$ cat src/core/iprc_pkg.sv
// Package for the interrupt priority register pair: offsets, field layout,
// reset values and level encoding.
// Assumes a 16-bit register view carried on a 32-bit classic Wishbone bus.
package iprc_pkg;

  localparam int          IPRC_AW        = 4;
  localparam int          IPRC_DW        = 32;
  localparam int          IPRC_RW        = 16;
  localparam int          IPRC_LW        = 3;
  // Byte offsets of the two registers
  localparam logic [3:0]  IPRC_OFS_CN    = 4'h0;
  localparam logic [3:0]  IPRC_OFS_CMP   = 4'h4;
  // Least significant bit of each priority field
  localparam int          IPRC_CN_LSB    = 12;
  localparam int          IPRC_CMP3_LSB  = 12;
  localparam int          IPRC_CMP2_LSB  = 8;
  localparam int          IPRC_CMP1_LSB  = 4;
  // Level encoding
  localparam logic [2:0]  IPRC_LVL_OFF   = 3'h0;
  localparam logic [2:0]  IPRC_LVL_MIN   = 3'h1;
  localparam logic [2:0]  IPRC_LVL_MAX   = 3'h7;
  localparam logic [2:0]  IPRC_LVL_RST   = 3'h4;
  // Writable bit masks
  localparam logic [15:0] IPRC_CN_MASK   = 16'h7000;
  localparam logic [15:0] IPRC_CMP_MASK  = 16'h7770;

endpackage : iprc_pkg

$ cat src/core/iprc_level_reg.sv
// One 3-bit priority field with reset value and write strobe.
// Assumes write data is already extracted from the bus word.
`timescale 1ns/1ps
`default_nettype none
module iprc_level_reg
  import iprc_pkg::*;
(
  input  wire logic             clk_i,
  input  wire logic             rst_i,
  input  wire logic             we_i,
  input  wire logic [IPRC_LW-1:0] wdat_i,
  output logic      [IPRC_LW-1:0] level_o,
  output logic                  enabled_o
);

  logic [IPRC_LW-1:0] lvl_q;
  logic [IPRC_LW-1:0] lvl_d;

  // Next value: new level takes effect next edge, no further step needed
  always_comb begin
    lvl_d = lvl_q;
    if (we_i) begin
      lvl_d = wdat_i;
    end
  end

  // Reset loads level 4 (msb set, lower bits clear)
  always_ff @(posedge clk_i) begin
    if (rst_i) begin
      lvl_q <= IPRC_LVL_RST;
    end else begin
      lvl_q <= lvl_d;
    end
  end

  assign level_o   = lvl_q;
  // Level zero keeps the source out of arbitration
  assign enabled_o = (lvl_q != IPRC_LVL_OFF);

endmodule : iprc_level_reg
`default_nettype wire

$ cat src/core/iprc_top.sv
// Interrupt priority registers for pin change notification and comparators
// 1 to 3, reached over classic Wishbone (32-bit data, 16 bits used).
// Assumes a single clock and synchronous active-high reset from the system.
`timescale 1ns/1ps
`default_nettype none
module iprc_top
  import iprc_pkg::*;
(
  input  wire logic               clk_i,
  input  wire logic               rst_i,
  input  wire logic               wb_cyc_i,
  input  wire logic               wb_stb_i,
  input  wire logic               wb_we_i,
  input  wire logic [IPRC_AW-1:0] wb_adr_i,
  input  wire logic [IPRC_DW-1:0] wb_dat_i,
  input  wire logic [3:0]         wb_sel_i,
  output logic      [IPRC_DW-1:0] wb_dat_o,
  output logic                    wb_ack_o,
  output logic                    wb_err_o,
  output logic      [IPRC_LW-1:0] pin_change_irq_level_o,
  output logic      [IPRC_LW-1:0] cmp3_irq_level_o,
  output logic      [IPRC_LW-1:0] cmp2_irq_level_o,
  output logic      [IPRC_LW-1:0] cmp1_irq_level_o,
  output logic      [3:0]         src_enabled_o
);

  ////////////////////////////////////////////////////////////////////////////
  // Bus decode

  logic               req;
  logic               hit_cn;
  logic               hit_cmp;
  logic               wr_ok;
  logic               ack_q;
  logic               ack_d;
  logic               err_q;
  logic               err_d;
  logic [IPRC_DW-1:0] dat_q;
  logic [IPRC_DW-1:0] dat_d;
  logic [IPRC_RW-1:0] cn_word;
  logic [IPRC_RW-1:0] cmp_word;

  // Field extraction used by every write port
  function automatic logic [IPRC_LW-1:0] fld(input logic [IPRC_DW-1:0] w,
                                             input int lsb);
    fld = w[lsb +: IPRC_LW];
  endfunction : fld

  // New request only while no answer is standing, so each cycle gets one ack or one err
  assign req     = wb_cyc_i && wb_stb_i && !ack_q && !err_q;
  assign hit_cn  = (wb_adr_i == IPRC_OFS_CN);
  assign hit_cmp = (wb_adr_i == IPRC_OFS_CMP);
  // Fields live in bits 14:4, so byte lanes 0 and 1 gate them
  assign wr_ok   = req && wb_we_i;

  logic we_cn_hi;
  logic we_cmp_hi;
  logic we_cmp_lo;
  assign we_cn_hi  = wr_ok && hit_cn && wb_sel_i[1];
  assign we_cmp_hi = wr_ok && hit_cmp && wb_sel_i[1];
  assign we_cmp_lo = wr_ok && hit_cmp && wb_sel_i[0];

  ////////////////////////////////////////////////////////////////////////////
  // Priority fields

  logic [3:0] en;

  iprc_level_reg u_cn (
    .clk_i     (clk_i),
    .rst_i     (rst_i),
    .we_i      (we_cn_hi),
    .wdat_i    (fld(wb_dat_i, IPRC_CN_LSB)),
    .level_o   (pin_change_irq_level_o),
    .enabled_o (en[0])
  );

  iprc_level_reg u_cmp3 (
    .clk_i     (clk_i),
    .rst_i     (rst_i),
    .we_i      (we_cmp_hi),
    .wdat_i    (fld(wb_dat_i, IPRC_CMP3_LSB)),
    .level_o   (cmp3_irq_level_o),
    .enabled_o (en[3])
  );

  iprc_level_reg u_cmp2 (
    .clk_i     (clk_i),
    .rst_i     (rst_i),
    .we_i      (we_cmp_hi),
    .wdat_i    (fld(wb_dat_i, IPRC_CMP2_LSB)),
    .level_o   (cmp2_irq_level_o),
    .enabled_o (en[2])
  );

  iprc_level_reg u_cmp1 (
    .clk_i     (clk_i),
    .rst_i     (rst_i),
    .we_i      (we_cmp_lo),
    .wdat_i    (fld(wb_dat_i, IPRC_CMP1_LSB)),
    .level_o   (cmp1_irq_level_o),
    .enabled_o (en[1])
  );

  assign src_enabled_o = en;

  ////////////////////////////////////////////////////////////////////////////
  // Read words and answer

  // Unused positions are constant zero; writes there have nowhere to land
  always_comb begin
    cn_word  = '0;
    cmp_word = '0;
    cn_word[IPRC_CN_LSB +: IPRC_LW]    = pin_change_irq_level_o;
    cmp_word[IPRC_CMP3_LSB +: IPRC_LW] = cmp3_irq_level_o;
    cmp_word[IPRC_CMP2_LSB +: IPRC_LW] = cmp2_irq_level_o;
    cmp_word[IPRC_CMP1_LSB +: IPRC_LW] = cmp1_irq_level_o;
    cn_word  = cn_word & IPRC_CN_MASK;
    cmp_word = cmp_word & IPRC_CMP_MASK;
  end

  // One-cycle ack for mapped offsets, err for anything else
  always_comb begin
    ack_d = req && (hit_cn || hit_cmp);
    err_d = req && !(hit_cn || hit_cmp);
    dat_d = '0;
    if (req && !wb_we_i && hit_cn) begin
      dat_d = {16'h0000, cn_word};
    end else if (req && !wb_we_i && hit_cmp) begin
      dat_d = {16'h0000, cmp_word};
    end
  end

  // Answer registers; data is cleared outside a read so idle lanes never leak levels
  always_ff @(posedge clk_i) begin
    if (rst_i) begin
      ack_q <= 1'b0;
      err_q <= 1'b0;
      dat_q <= '0;
    end else begin
      ack_q <= ack_d;
      err_q <= err_d;
      dat_q <= dat_d;
    end
  end

  assign wb_ack_o = ack_q;
  assign wb_err_o = err_q;
  assign wb_dat_o = dat_q;
endmodule : iprc_top
`default_nettype wire

$ cat config.mk
export PLATFORM = sky130hd
export DESIGN_NAME = iprc_top
export DESIGN_NICKNAME = d
export VERILOG_FILES = /design/src/core/iprc_pkg.sv /design/src/core/iprc_level_reg.sv /design/src/core/iprc_top.sv
export SDC_FILE = /design/constraint.sdc
export NUM_CORES = 1
export LEC_CHECK = 0
export BUFFER_PORTS_ARGS = -buffer_cell sky130_fd_sc_hd__buf_2
export CAP_MARGIN = 0
export CORE_ASPECT_RATIO = 1.2
export CORE_MARGIN = 2
export CORE_UTILIZATION = 41
export DETAILED_ROUTE_END_ITERATION = 6
export PLACE_DENSITY = 0.8
export SYNTH_ARGS = -nofsm -noshare
export SYNTH_HDL_FRONTEND = slang
export SYNTH_SLANG_ARGS = --single-unit
$ cat constraint.sdc
create_clock -name clk_i -period 2.8 [get_ports clk_i]
set_input_delay 0.56 -clock clk_i [delete_from_list [all_inputs] [get_ports clk_i]]
set_output_delay 0.56 -clock clk_i [all_outputs]
set_load 0.02 [all_outputs]
# Word level (Yosys, flattened, before mapping)
# Index checks and enable logic that the tools add are counted.
# word_totals
regBits,46
in_bits,45
output_inout_bits,50
elab_cells,39
# op_classes
n_eq_ne,1
muxes,2
n_bitwise,1
n_reduce_logical,26
# op_table
cell,count
two-way mux 15 bit,2
logical AND 1 bit,14
nonzero test 3 bit,4
== test 4 x 3 -> 1 bit (second input constant),1
logical NOT 1 bit,4
logical NOT 4 bit,1
OR reduction 3 bit,1
OR reduction 2 bit,1
logical OR 1 bit,1
NOT 1 bit,1

# Depth between registers and ports, before layout
# Gate-level depths: netlist (run 1).
# logic_depth
ltp_word,7
depth_mapped,5
ltp_nobuf,3

# Hierarchy
# A second synthesis (run 1) with hierarchy kept.
# unflattened
hier_cells,109
area_unflattened_um2,1106.1
# modules_own_cells
module,instances,cells_per_inst,area_per_inst_um2,seq_area_each_um2
iprc_top,1,69,670.6,220.2
iprc_level_reg,4,10,108.9,60.1

# Worst setup path before layout (run 1)
# No wires, ideal clock.
# synth_timing
kind,input -> register
startpoint,in wb_adr_i[2]
endpoint,"reg u_cmp3.lvl_q[2], in the netlist u_cmp3.level_o[2]"
setup_ps,121
arrival_ps,1715
required_time_ps,2679
setup_slack_ps,964
path_stages,5
n_path_buf,2
path_cell_list,buf_4 or4b_4 or3_1 buf_2 mux2i_1
# synth_between
elab_chain_len,3
# synth_lines
item,line_no,text
from (decl),iprc_top.sv:14,"input wire logic [IPRC_AW-1:0] wb_adr_i,"
== test 4 x 3 -> 1 bit,iprc_top.sv:52,assign hit_cmp = (wb_adr_i == IPRC_OFS_CMP);
logical AND 1 bit (2 in a row),iprc_top.sv:60,assign we_cmp_hi = wr_ok && hit_cmp && wb_sel_i[1];
to (signal assigned),iprc_level_reg.sv:32,lvl_q <= lvl_d;
to (decl),iprc_level_reg.sv:16,logic [IPRC_LW-1:0] lvl_q;
# Every way passes these cells.
# A chain may end at the register's enable or synchronous reset.

# Worst setup path in the final report (run 1)
# layout_timing
startpoint,"reg u_cmp3.lvl_q[2], in the netlist u_cmp3.level_o[2]"
endpoint,out src_enabled_o[3]
# layout_between
elab_chain_len,1
# layout_lines
item,line_no,text
nonzero test 3 bit,iprc_level_reg.sv:38,assign enabled_o = (lvl_q != IPRC_LVL_OFF);
to (decl),iprc_top.sv:24,output logic [3:0] src_enabled_o
# Every way passes these cells.

==> results of run 1 <==
synth_stat cells, types with 2 or more instances:
master	number	area (um^2)
and2_1	6	37.54
o31ai_1	2	15.01
nand3_1	2	10.01
nand4_1	3	18.77
buf_4	28	210.2
and3_1	2	12.51
dfxtp_1	23	460.4
nor3_1	2	10.01
mux2i_1	12	120.1
clkbuf_1	3	11.26
nand2b_1	10	62.56
a21oi_1	2	10.01
nor2_1	9	33.78
or3_1	5	31.28
critical path: stages, from the launching register on:
cell     delay (ps)
dfxtp_1         360
or3_1           380
buf_2           170
state kept, by name, indices dropped and copies added (netlist names):
signal,flops
u_cmp3.level_o,3
wb_err_o,1
u_cmp2.level_o,3
u_cn.level_o,3
u_cmp1.level_o,3
wb_ack_o,1
wb_dat_o,9
how the worst max path moves through the flow:
| stage | start | end |
|---|---|---|
| after floorplan | wb_adr_i[2] | u_cmp3.level_o[2] |
| after global placement | wb_adr_i[2] | u_cmp2.level_o[1] |
| after detailed placement | wb_adr_i[2] | u_cmp2.level_o[1] |
| after CTS | u_cmp3.level_o[2] | src_enabled_o[3] |
| after global routing | u_cmp3.level_o[2] | src_enabled_o[3] |
| final | u_cmp3.level_o[2] | src_enabled_o[3] |
report_power, final:
group / internal [mW] / total [mW] / switching [mW]
sequential: 0.328 / 0.329 / 0.000782
clock: 0.0554 / 0.145 / 0.0893
combinational: 0.0194 / 0.0693 / 0.0499
total: 0.403 / 0.543 / 0.140
per-layer routing:
layer  up-vias  GRT usage  routed length, um
met1       409     0.1475                813
li1        449          -                  -
met3         2    0.02871                244
met2        60     0.2375                987
met5         -          0                  0
met4         0    0.04396                  4
kinds of logic (layout without fill, tap and decap cells):
kind of cell	count (synthesis)	after routing	share of synthesized area
buffers and inverters	33	51	0.2004
other	1	23	0.003265
AND/OR/NAND/NOR	48	48	0.2571
multiplexers	12	12	0.1046
AO/OA/AOI/OAI	6	6	0.03377
flip-flops	23	23	0.4009
cell type report:
cell class                      instances  area [um^2]
Fill cell                             286         1429
Multi-Input combinational cell         89        540.5
Sequential cell                        23        460.4
Timing Repair Buffer                   46        230.2
Tap cell                               34        42.54
Clock buffer                            4        26.28
Inverter                                1        3.754
stage by stage:
step,setup slack (ps),hold WS (ps),power (mW)
2_1_floorplan,964.2,559.7,0.4116
3_3_place_gp,774.4,483.6,0.4047
3_5_place_dp,769.5,484.8,0.4053
4_1_cts,1011,498.8,0.5486
5_1_grt,961.9,499.6,0.5710
6_report,1043,504.5,0.5431
==> out/results.ini, run 1 <==
[critical_path]
rr_worst_depth = 3
r2r-start = wb_err_o
cp.arrival_ps = 1200
worstReg2RegEnd = u_cmp2.level_o[1]
worstPathRequired_ps = 2240
cp-start-kind = flop
worstSetupPathType = flop to output port
cp_max_fo = 4
setup.worst_path.end_class = output port
r2r_slack_ps = 1110

[power_and_ir_drop]
worst_ir_drop_vdd_mv = 0.2802
power_density_nw_per_um2 = 416.5
p_leak_nw = 0.6334

[sta]
period_share = 0.6276
drv_slew = 0
finClkSkew_ps = 5.066
hold_viol = 0
rsz0062_at_grt = false
tns_ps = 0
max_freq_mhz = 569.1
worst_pin_slew_ps = 664.3
period_minus_slack_ps = 1757
slew_headroom = 0.5562
setup_violations = 0

[cts]
cts.htree.levels = 1
clockBufferDepth = 2
cts_tree = done
clock-root-buffer = clkbuf_4
cts_setup_buffers = 0
numCtsBuffers = 3
cts_resized = 0
cts.clk_slew.worst_paths_ps = 110
cts_hold_buf = 0
clock_latency_ps = 300
cts.sink_count = 23

[finish]
stdcell_count = 197
layout.nets = 209
syn_to_final_growth_pct = 13.51
drive_gt1_frac = 0.3129
utilization = 0.4771
final_cell_mix = buf_2, conb_1, dfxtp_1
mostFrequentLayoutCell = buf_2
postLayoutCellArea_um2 = 1304
n_antenna_cell = 0

[floorplanning]
core_area_um2 = 2733
start_util = 0.4203
die_x_um = 52.32
die_h_um = 61.98
ios = 95
die_area_um2 = 3242
rows = 21

[logic_synthesis]
yosys_warnings = 0
syn-instance-count = 123
ys_seq_area_frac = 0.4009
netlist_area_um2 = 1149
synth-async-reset-ratio = 0
ys_types = 28
synth_edf_count = 0
ys.flop_type = dfxtp_1
avgSynthCellArea_um2 = 9.338
ys_ff_latch = 23

[placed_design]
place.gp.congestion = 0.7676
placed_area_um2 = 1277
dpl.hpwl_um = 1698
dp.cells = 193
io_buffer_count = 46

[grt]
grt_max_degree = 20
antenna_found_initial = 0
grt_pass1_wl_um = 3111
grt_overflow = 0
grt_pass1_vias = 745
groute.usage.overall = 0.1292

[detailed_routing]
drtIter0Drc = 14
via_count = 920
dr.pass1.iters = 4
via_per_inst = 4.670
ant_nets = 0
wire_per_inst_um = 10.41
drcViolationCount = 0
wirelength_um = 2051

[outcome]
status = complete, no violations

[min_path]
hold_depth = 1
hold_path.startpoint = u_cmp2.level_o[2]
hold_path_end = wb_dat_o[10]
hold_path_class = flop to flop

[flow_run]
maxCapViolCount = 0

(Power assumes the default switching activity.)
==> run 2, diff against run 1 <==
CORE_UTILIZATION = 34   (was 41)
PLACE_DENSITY = 0.71   (was 0.8)
clock period = 1.4 ns   (was 2.8 ns; I/O delays follow)
==> out/results.ini, run 2 (synthesis gave the netlist of run 1 again) <==
[outcome]
status = finished with violations
failed_checks = setup timing

[sta]
finalWorstSetupSlack_ps = -19.31  ; -1062 ps
hold_viol = 0  ; unchanged
period_minus_slack_ps = 1419
max_freq_mhz = 704.6
drv_slew = 0  ; unchanged
fin_hold_ws_ps = 267.1  ; -237.4 ps
setup_violations = 3  ; +3
rsz0062_at_grt = true
finClkSkew_ps = 4.470  ; -0.5951 ps
period_share = 1.014

[cts]
cts_hold_buf = 0  ; unchanged
clockBufferDepth = 2  ; unchanged
clock-root-buffer = clkbuf_8
cts.sink_count = 23  ; unchanged
clock_latency_ps = 260  ; -40 ps
cts_tree = done
cts.clk_slew.worst_paths_ps = 80  ; -30 ps
cts.htree.levels = 1  ; unchanged
numCtsBuffers = 3  ; unchanged

[placed_design]
io_buffer_count = 46  ; unchanged
placed_area_um2 = 1399  ; +9.5%
dpl.hpwl_um = 1884  ; +11%
place.gp.congestion = 0.8065  ; +5.1%
dp.cells = 211  ; +9.3%

[finish]
utilization = 0.4790  ; +0.001918
mostFrequentLayoutCell = buf_2
regArea_um2 = 471.7  ; +2.4%
largest_register_ffs = 9  ; unchanged
drive_gt1_frac = 0.4809  ; +0.1680
final_cell_mix = buf_2, conb_1, buf_4
layout.nets = 229  ; +9.6%
stdcell_count = 220  ; +12%
postLayoutCellArea_um2 = 1572  ; +21%
fillCellCount = 313  ; +9.4%
n_antenna_cell = 0  ; unchanged
syn_to_final_growth_pct = 36.82
multiInputGateArea_um2 = 598.1  ; +11%

[critical_path]
worstPathRequired_ps = 1590  ; -650 ps
cp-start-kind = flop
setup.worst_path.end_class = flop
worstSetupPathType = flop to flop
cp_max_fo = 4  ; unchanged
cp.arrival_ps = 1610  ; +410 ps

[detailed_routing]
wire_per_inst_um = 11.12  ; +6.8%
wirelength_um = 2447  ; +19%
ant_nets = 0  ; unchanged
dr.pass1.iters = 4  ; unchanged
drcViolationCount = 0  ; unchanged
drtIter0Drc = 35  ; +21
via_count = 985  ; +7.1%
via_per_inst = 4.477  ; -4.1%

[grt]
grt_pass1_wl_um = 3657  ; +18%
antenna_found_initial = 0  ; unchanged
grt_pass1_vias = 847  ; +14%
grt_max_degree = 19  ; -5.0%
grt_overflow = 0  ; unchanged
groute.usage.overall = 0.1236  ; -0.005611

[power_and_ir_drop]
power_density_nw_per_um2 = 794.2  ; +91%
worst_ir_drop_vdd_mv = 0.4889  ; +74%
p_leak_nw = 0.7723  ; +22%
total_power_mw = 1.248  ; +130%

[flow_run]
maxCapViolCount = 0  ; unchanged

[min_path]
hold_path_class = primary input to flop

[floorplanning]
start_util = 0.3501  ; -0.07022
die_x_um = 57.06  ; +9.1%
die_area_um2 = 3861  ; +19%
die_h_um = 67.67  ; +9.2%
rows = 23  ; +9.5%
ios = 95  ; unchanged
core_area_um2 = 3281  ; +20%

==> run 2: layer usage <==
metal	vias up	part of all wire	global-route usage
met5	-	0	0
met1	441	0.39	0.1336
met2	57	0.49	0.2241
met3	2	0.11	0.02874
met4	0	0.0069	0.06395
li1	485	-	-
==> run 2: timing repair <==
action | in CTS | in global routing
pin swaps | 2 | 4
gates resized for setup | 15 | 8
buffers inserted | 4 | 1
cloned | 0 | 0
setup endpoints to repair | 15 | 19
==> run 2: worst paths after layout <==
path | from | slack, ps | cells after the start | end
worst max register to register | wb_err_o | -20 | 4 | u_cn.level_o[2]
worst min register to register | u_cmp1.level_o[2] | 500 | 1 | wb_dat_o[6]
worst min-delay path | wb_dat_i[8] | 270 | 3 | u_cmp2.level_o[0]
worst max-delay path | wb_err_o | -20 | 4 | u_cn.level_o[2]
==> run 2: worst max-delay path, stage by stage, from the launching register on <==
cell	delay [ps]
dfxtp_4	350
or3b_4	410
nor4b_4	250
buf_4	170
mux2i_1	180
==> run 2: through the flow <==
step                setup TNS [ps]  worst slack, ps
global placement             -1805           -212.1
detailed placement           -1853           -211.0
global route                -461.6           -95.37
finish                      -34.92           -19.31
CTS                         -94.09           -36.70
floorplan                    -1367           -168.3
==> run 2: report_power, final <==
part | internal (mW) | switching [mW]
Clock | 0.201 | 0.212
Combinational | 0.0650 | 0.114
Sequential | 0.655 | 0.00126
Total | 0.921 | 0.327
==> run 2: area by class of cell <==
| class | instances | share of cell area |
|---|---|---|
| inverter | 1 | 0.002389 |
| tap | 37 | 0.02946 |
| sequential | 23 | 0.3002 |
| clock inverter | 1 | 0.004777 |
| timing repair buffer | 66 | 0.2564 |
| multi-input combinational | 89 | 0.3806 |
| clock buffer | 3 | 0.02627 |
==> run 3, diff against run 2 <==
CORE_ASPECT_RATIO = 0.75   (was 1.2)
==> out/results.ini, run 3 (synthesis gave the netlist of run 1 again) <==
[detailed_routing]
via_per_inst = 4.493  ; +0.36%
dr.pass1.iters = 4  ; unchanged
ant_nets = 0  ; unchanged
drtIter0Drc = 23  ; -34%
via_count = 993  ; +0.81%
drcViolationCount = 0  ; unchanged
wirelength_um = 2517  ; +2.9%
wire_per_inst_um = 11.39  ; +2.4%

[cts]
cts.clk_slew.worst_paths_ps = 80  ; about the same
clockBufferDepth = 2  ; unchanged
clock_latency_ps = 260  ; about the same
numCtsBuffers = 3  ; unchanged
clock-root-buffer = clkbuf_8
cts.htree.levels = 1  ; unchanged
cts.sink_count = 23  ; unchanged
cts_tree = done
cts_hold_buf = 0  ; unchanged

[placed_design]
dp.cells = 214  ; +1.4%
io_buffer_count = 46  ; unchanged
dp_slack_ps = -217.0  ; -5.960 ps
dpl.hpwl_um = 1966  ; +4.4%
place.gp.congestion = 0.7256  ; -10%

[sta]
finClkSkew_ps = 3.339  ; -1.132 ps
finalWorstSetupSlack_ps = -68.23  ; -48.92 ps
fin_hold_ws_ps = 267.9  ; +0.8020 ps
period_minus_slack_ps = 1468  ; +48.92 ps
period_share = 1.049  ; +0.03494
hold_viol = 0  ; unchanged
drv_slew = 0  ; unchanged
rsz0062_at_grt = true
max_freq_mhz = 681.1  ; -3.3%
setup_violations = 12  ; +9

[floorplanning]
die_area_um2 = 3864  ; about the same
die_x_um = 71.12  ; +25%
rows = 18  ; -22%
ios = 95  ; unchanged
start_util = 0.3517  ; +0.001610
die_h_um = 54.34  ; -20%
core_area_um2 = 3266  ; -0.46%

[power_and_ir_drop]
power_density_nw_per_um2 = 789.9  ; -0.54%
p_leak_nw = 0.7679  ; -0.58%
worst_ir_drop_vdd_mv = 0.3609  ; -26%

[critical_path]
cp-start-kind = flop
crit_top_cell = buf_4
worstPathRequired_ps = 1550  ; -40 ps
setup.worst_path.end_class = flop
cp_max_fo = 3  ; -1
critPathSlowestCell = or3b_4
rr_worst_depth = 5  ; +1
path_cells = or3b_4 -> buf_4 -> buf_4 -> o31ai_2 -> a21oi_1
worstSetupPathType = flop to flop
cp.arrival_ps = 1620  ; about the same
slowest_delay_ps = 420  ; about the same

[finish]
layout.nets = 227  ; -0.87%
n_antenna_cell = 0  ; unchanged
syn_to_final_growth_pct = 36.06
final_cell_mix = buf_2, conb_1, buf_4
mostFrequentLayoutCell = buf_2
largest_register_ffs = 9  ; unchanged
drive_gt1_frac = 0.4751  ; -0.005736
stdcell_count = 221  ; +0.45%

[outcome]
status = finished with violations
failed_checks = setup timing

[flow_run]
maxCapViolCount = 0  ; unchanged

[grt]
groute.usage.overall = 0.1279  ; +0.004274
grt_pass1_vias = 839  ; -0.94%
grt_overflow = 0  ; unchanged
grt_max_degree = 19  ; unchanged
antenna_found_initial = 0  ; unchanged
grt_pass1_wl_um = 3760  ; +2.8%

[min_path]
hold_path_class = primary input to flop
hold_depth = 3  ; unchanged

run 3: cell count changes in the layout (fill, tap and decap cells not counted), sizes merged:
| cell | previous run | this run |
|---|---|---|
| clkinv | 0 | 1 |
| buf | 66 | 64 |
| clkinvlp | 1 | 0 |
run 3: worst paths after layout:
path,endpoint,startpoint,slack (ps)
worst min-delay path,u_cmp2.level_o[0],wb_dat_i[8],270
worst max register to register,u_cmp1.level_o[1],wb_ack_o,-70
worst max-delay path,u_cmp1.level_o[1],wb_ack_o,-70
worst min register to register,u_cmp1.level_o[1],u_cmp1.level_o[1],490
run 3: timing repair:
item / CTS / global route
pin swaps: 3 / 4
buffers inserted: 3 / 0
setup endpoints to repair: 16 / 14
resized for setup: 14 / 10
run 3: critical path, delay by kind of cell, from the launching register on:
kind | cells | cell delay [ps]
buf+inv | 2 | 310
simple gates | 1 | 420
flops | 1 | 330
compound gates | 2 | 300
run 3: layout make-up:
type / instances / area, um^2
Multi-Input combinational cell: 89 / 601.8
Clock buffer: 3 / 41.29
Sequential cell: 23 / 473.0
Fill cell: 332 / 1703
Timing Repair Buffer: 64 / 387.9
Clock inverter: 1 / 5.005
Inverter: 1 / 3.754
Tap cell: 40 / 50.05
run 3: power breakdown:
| group | switching (mW) | internal [mW] | leakage, nW |
|---|---|---|---|
| logic | 0.116 | 0.0632 | 0.555 |
| registers | 0.00137 | 0.655 | 0.188 |
| clock network | 0.201 | 0.198 | 0.0255 |
| total | 0.318 | 0.916 | 0.768 |
run 3: routing by layer:
layer,GRT usage,vias to the layer above,part of all wire
li1,-,485,-
met1,0.1427,450,0.42
met2,0.2305,56,0.47
met3,0.05709,2,0.11
met4,0.02830,0,0.0056
met5,0,-,0
run 3: per-stage QoR:
stage	instance area, um^2	util	setup TNS, ps	total power, mW
2_1_floorplan	1237	-	-1367	0.8227
3_3_place_gp	1403	0.4295	-2215	0.8346
3_5_place_dp	1403	0.4295	-2246	0.8362
4_1_cts	1515	0.4640	-371.8	1.245
5_1_grt	1563	0.4785	-931.2	1.288
6_report	1563	0.4785	-297.4	1.234
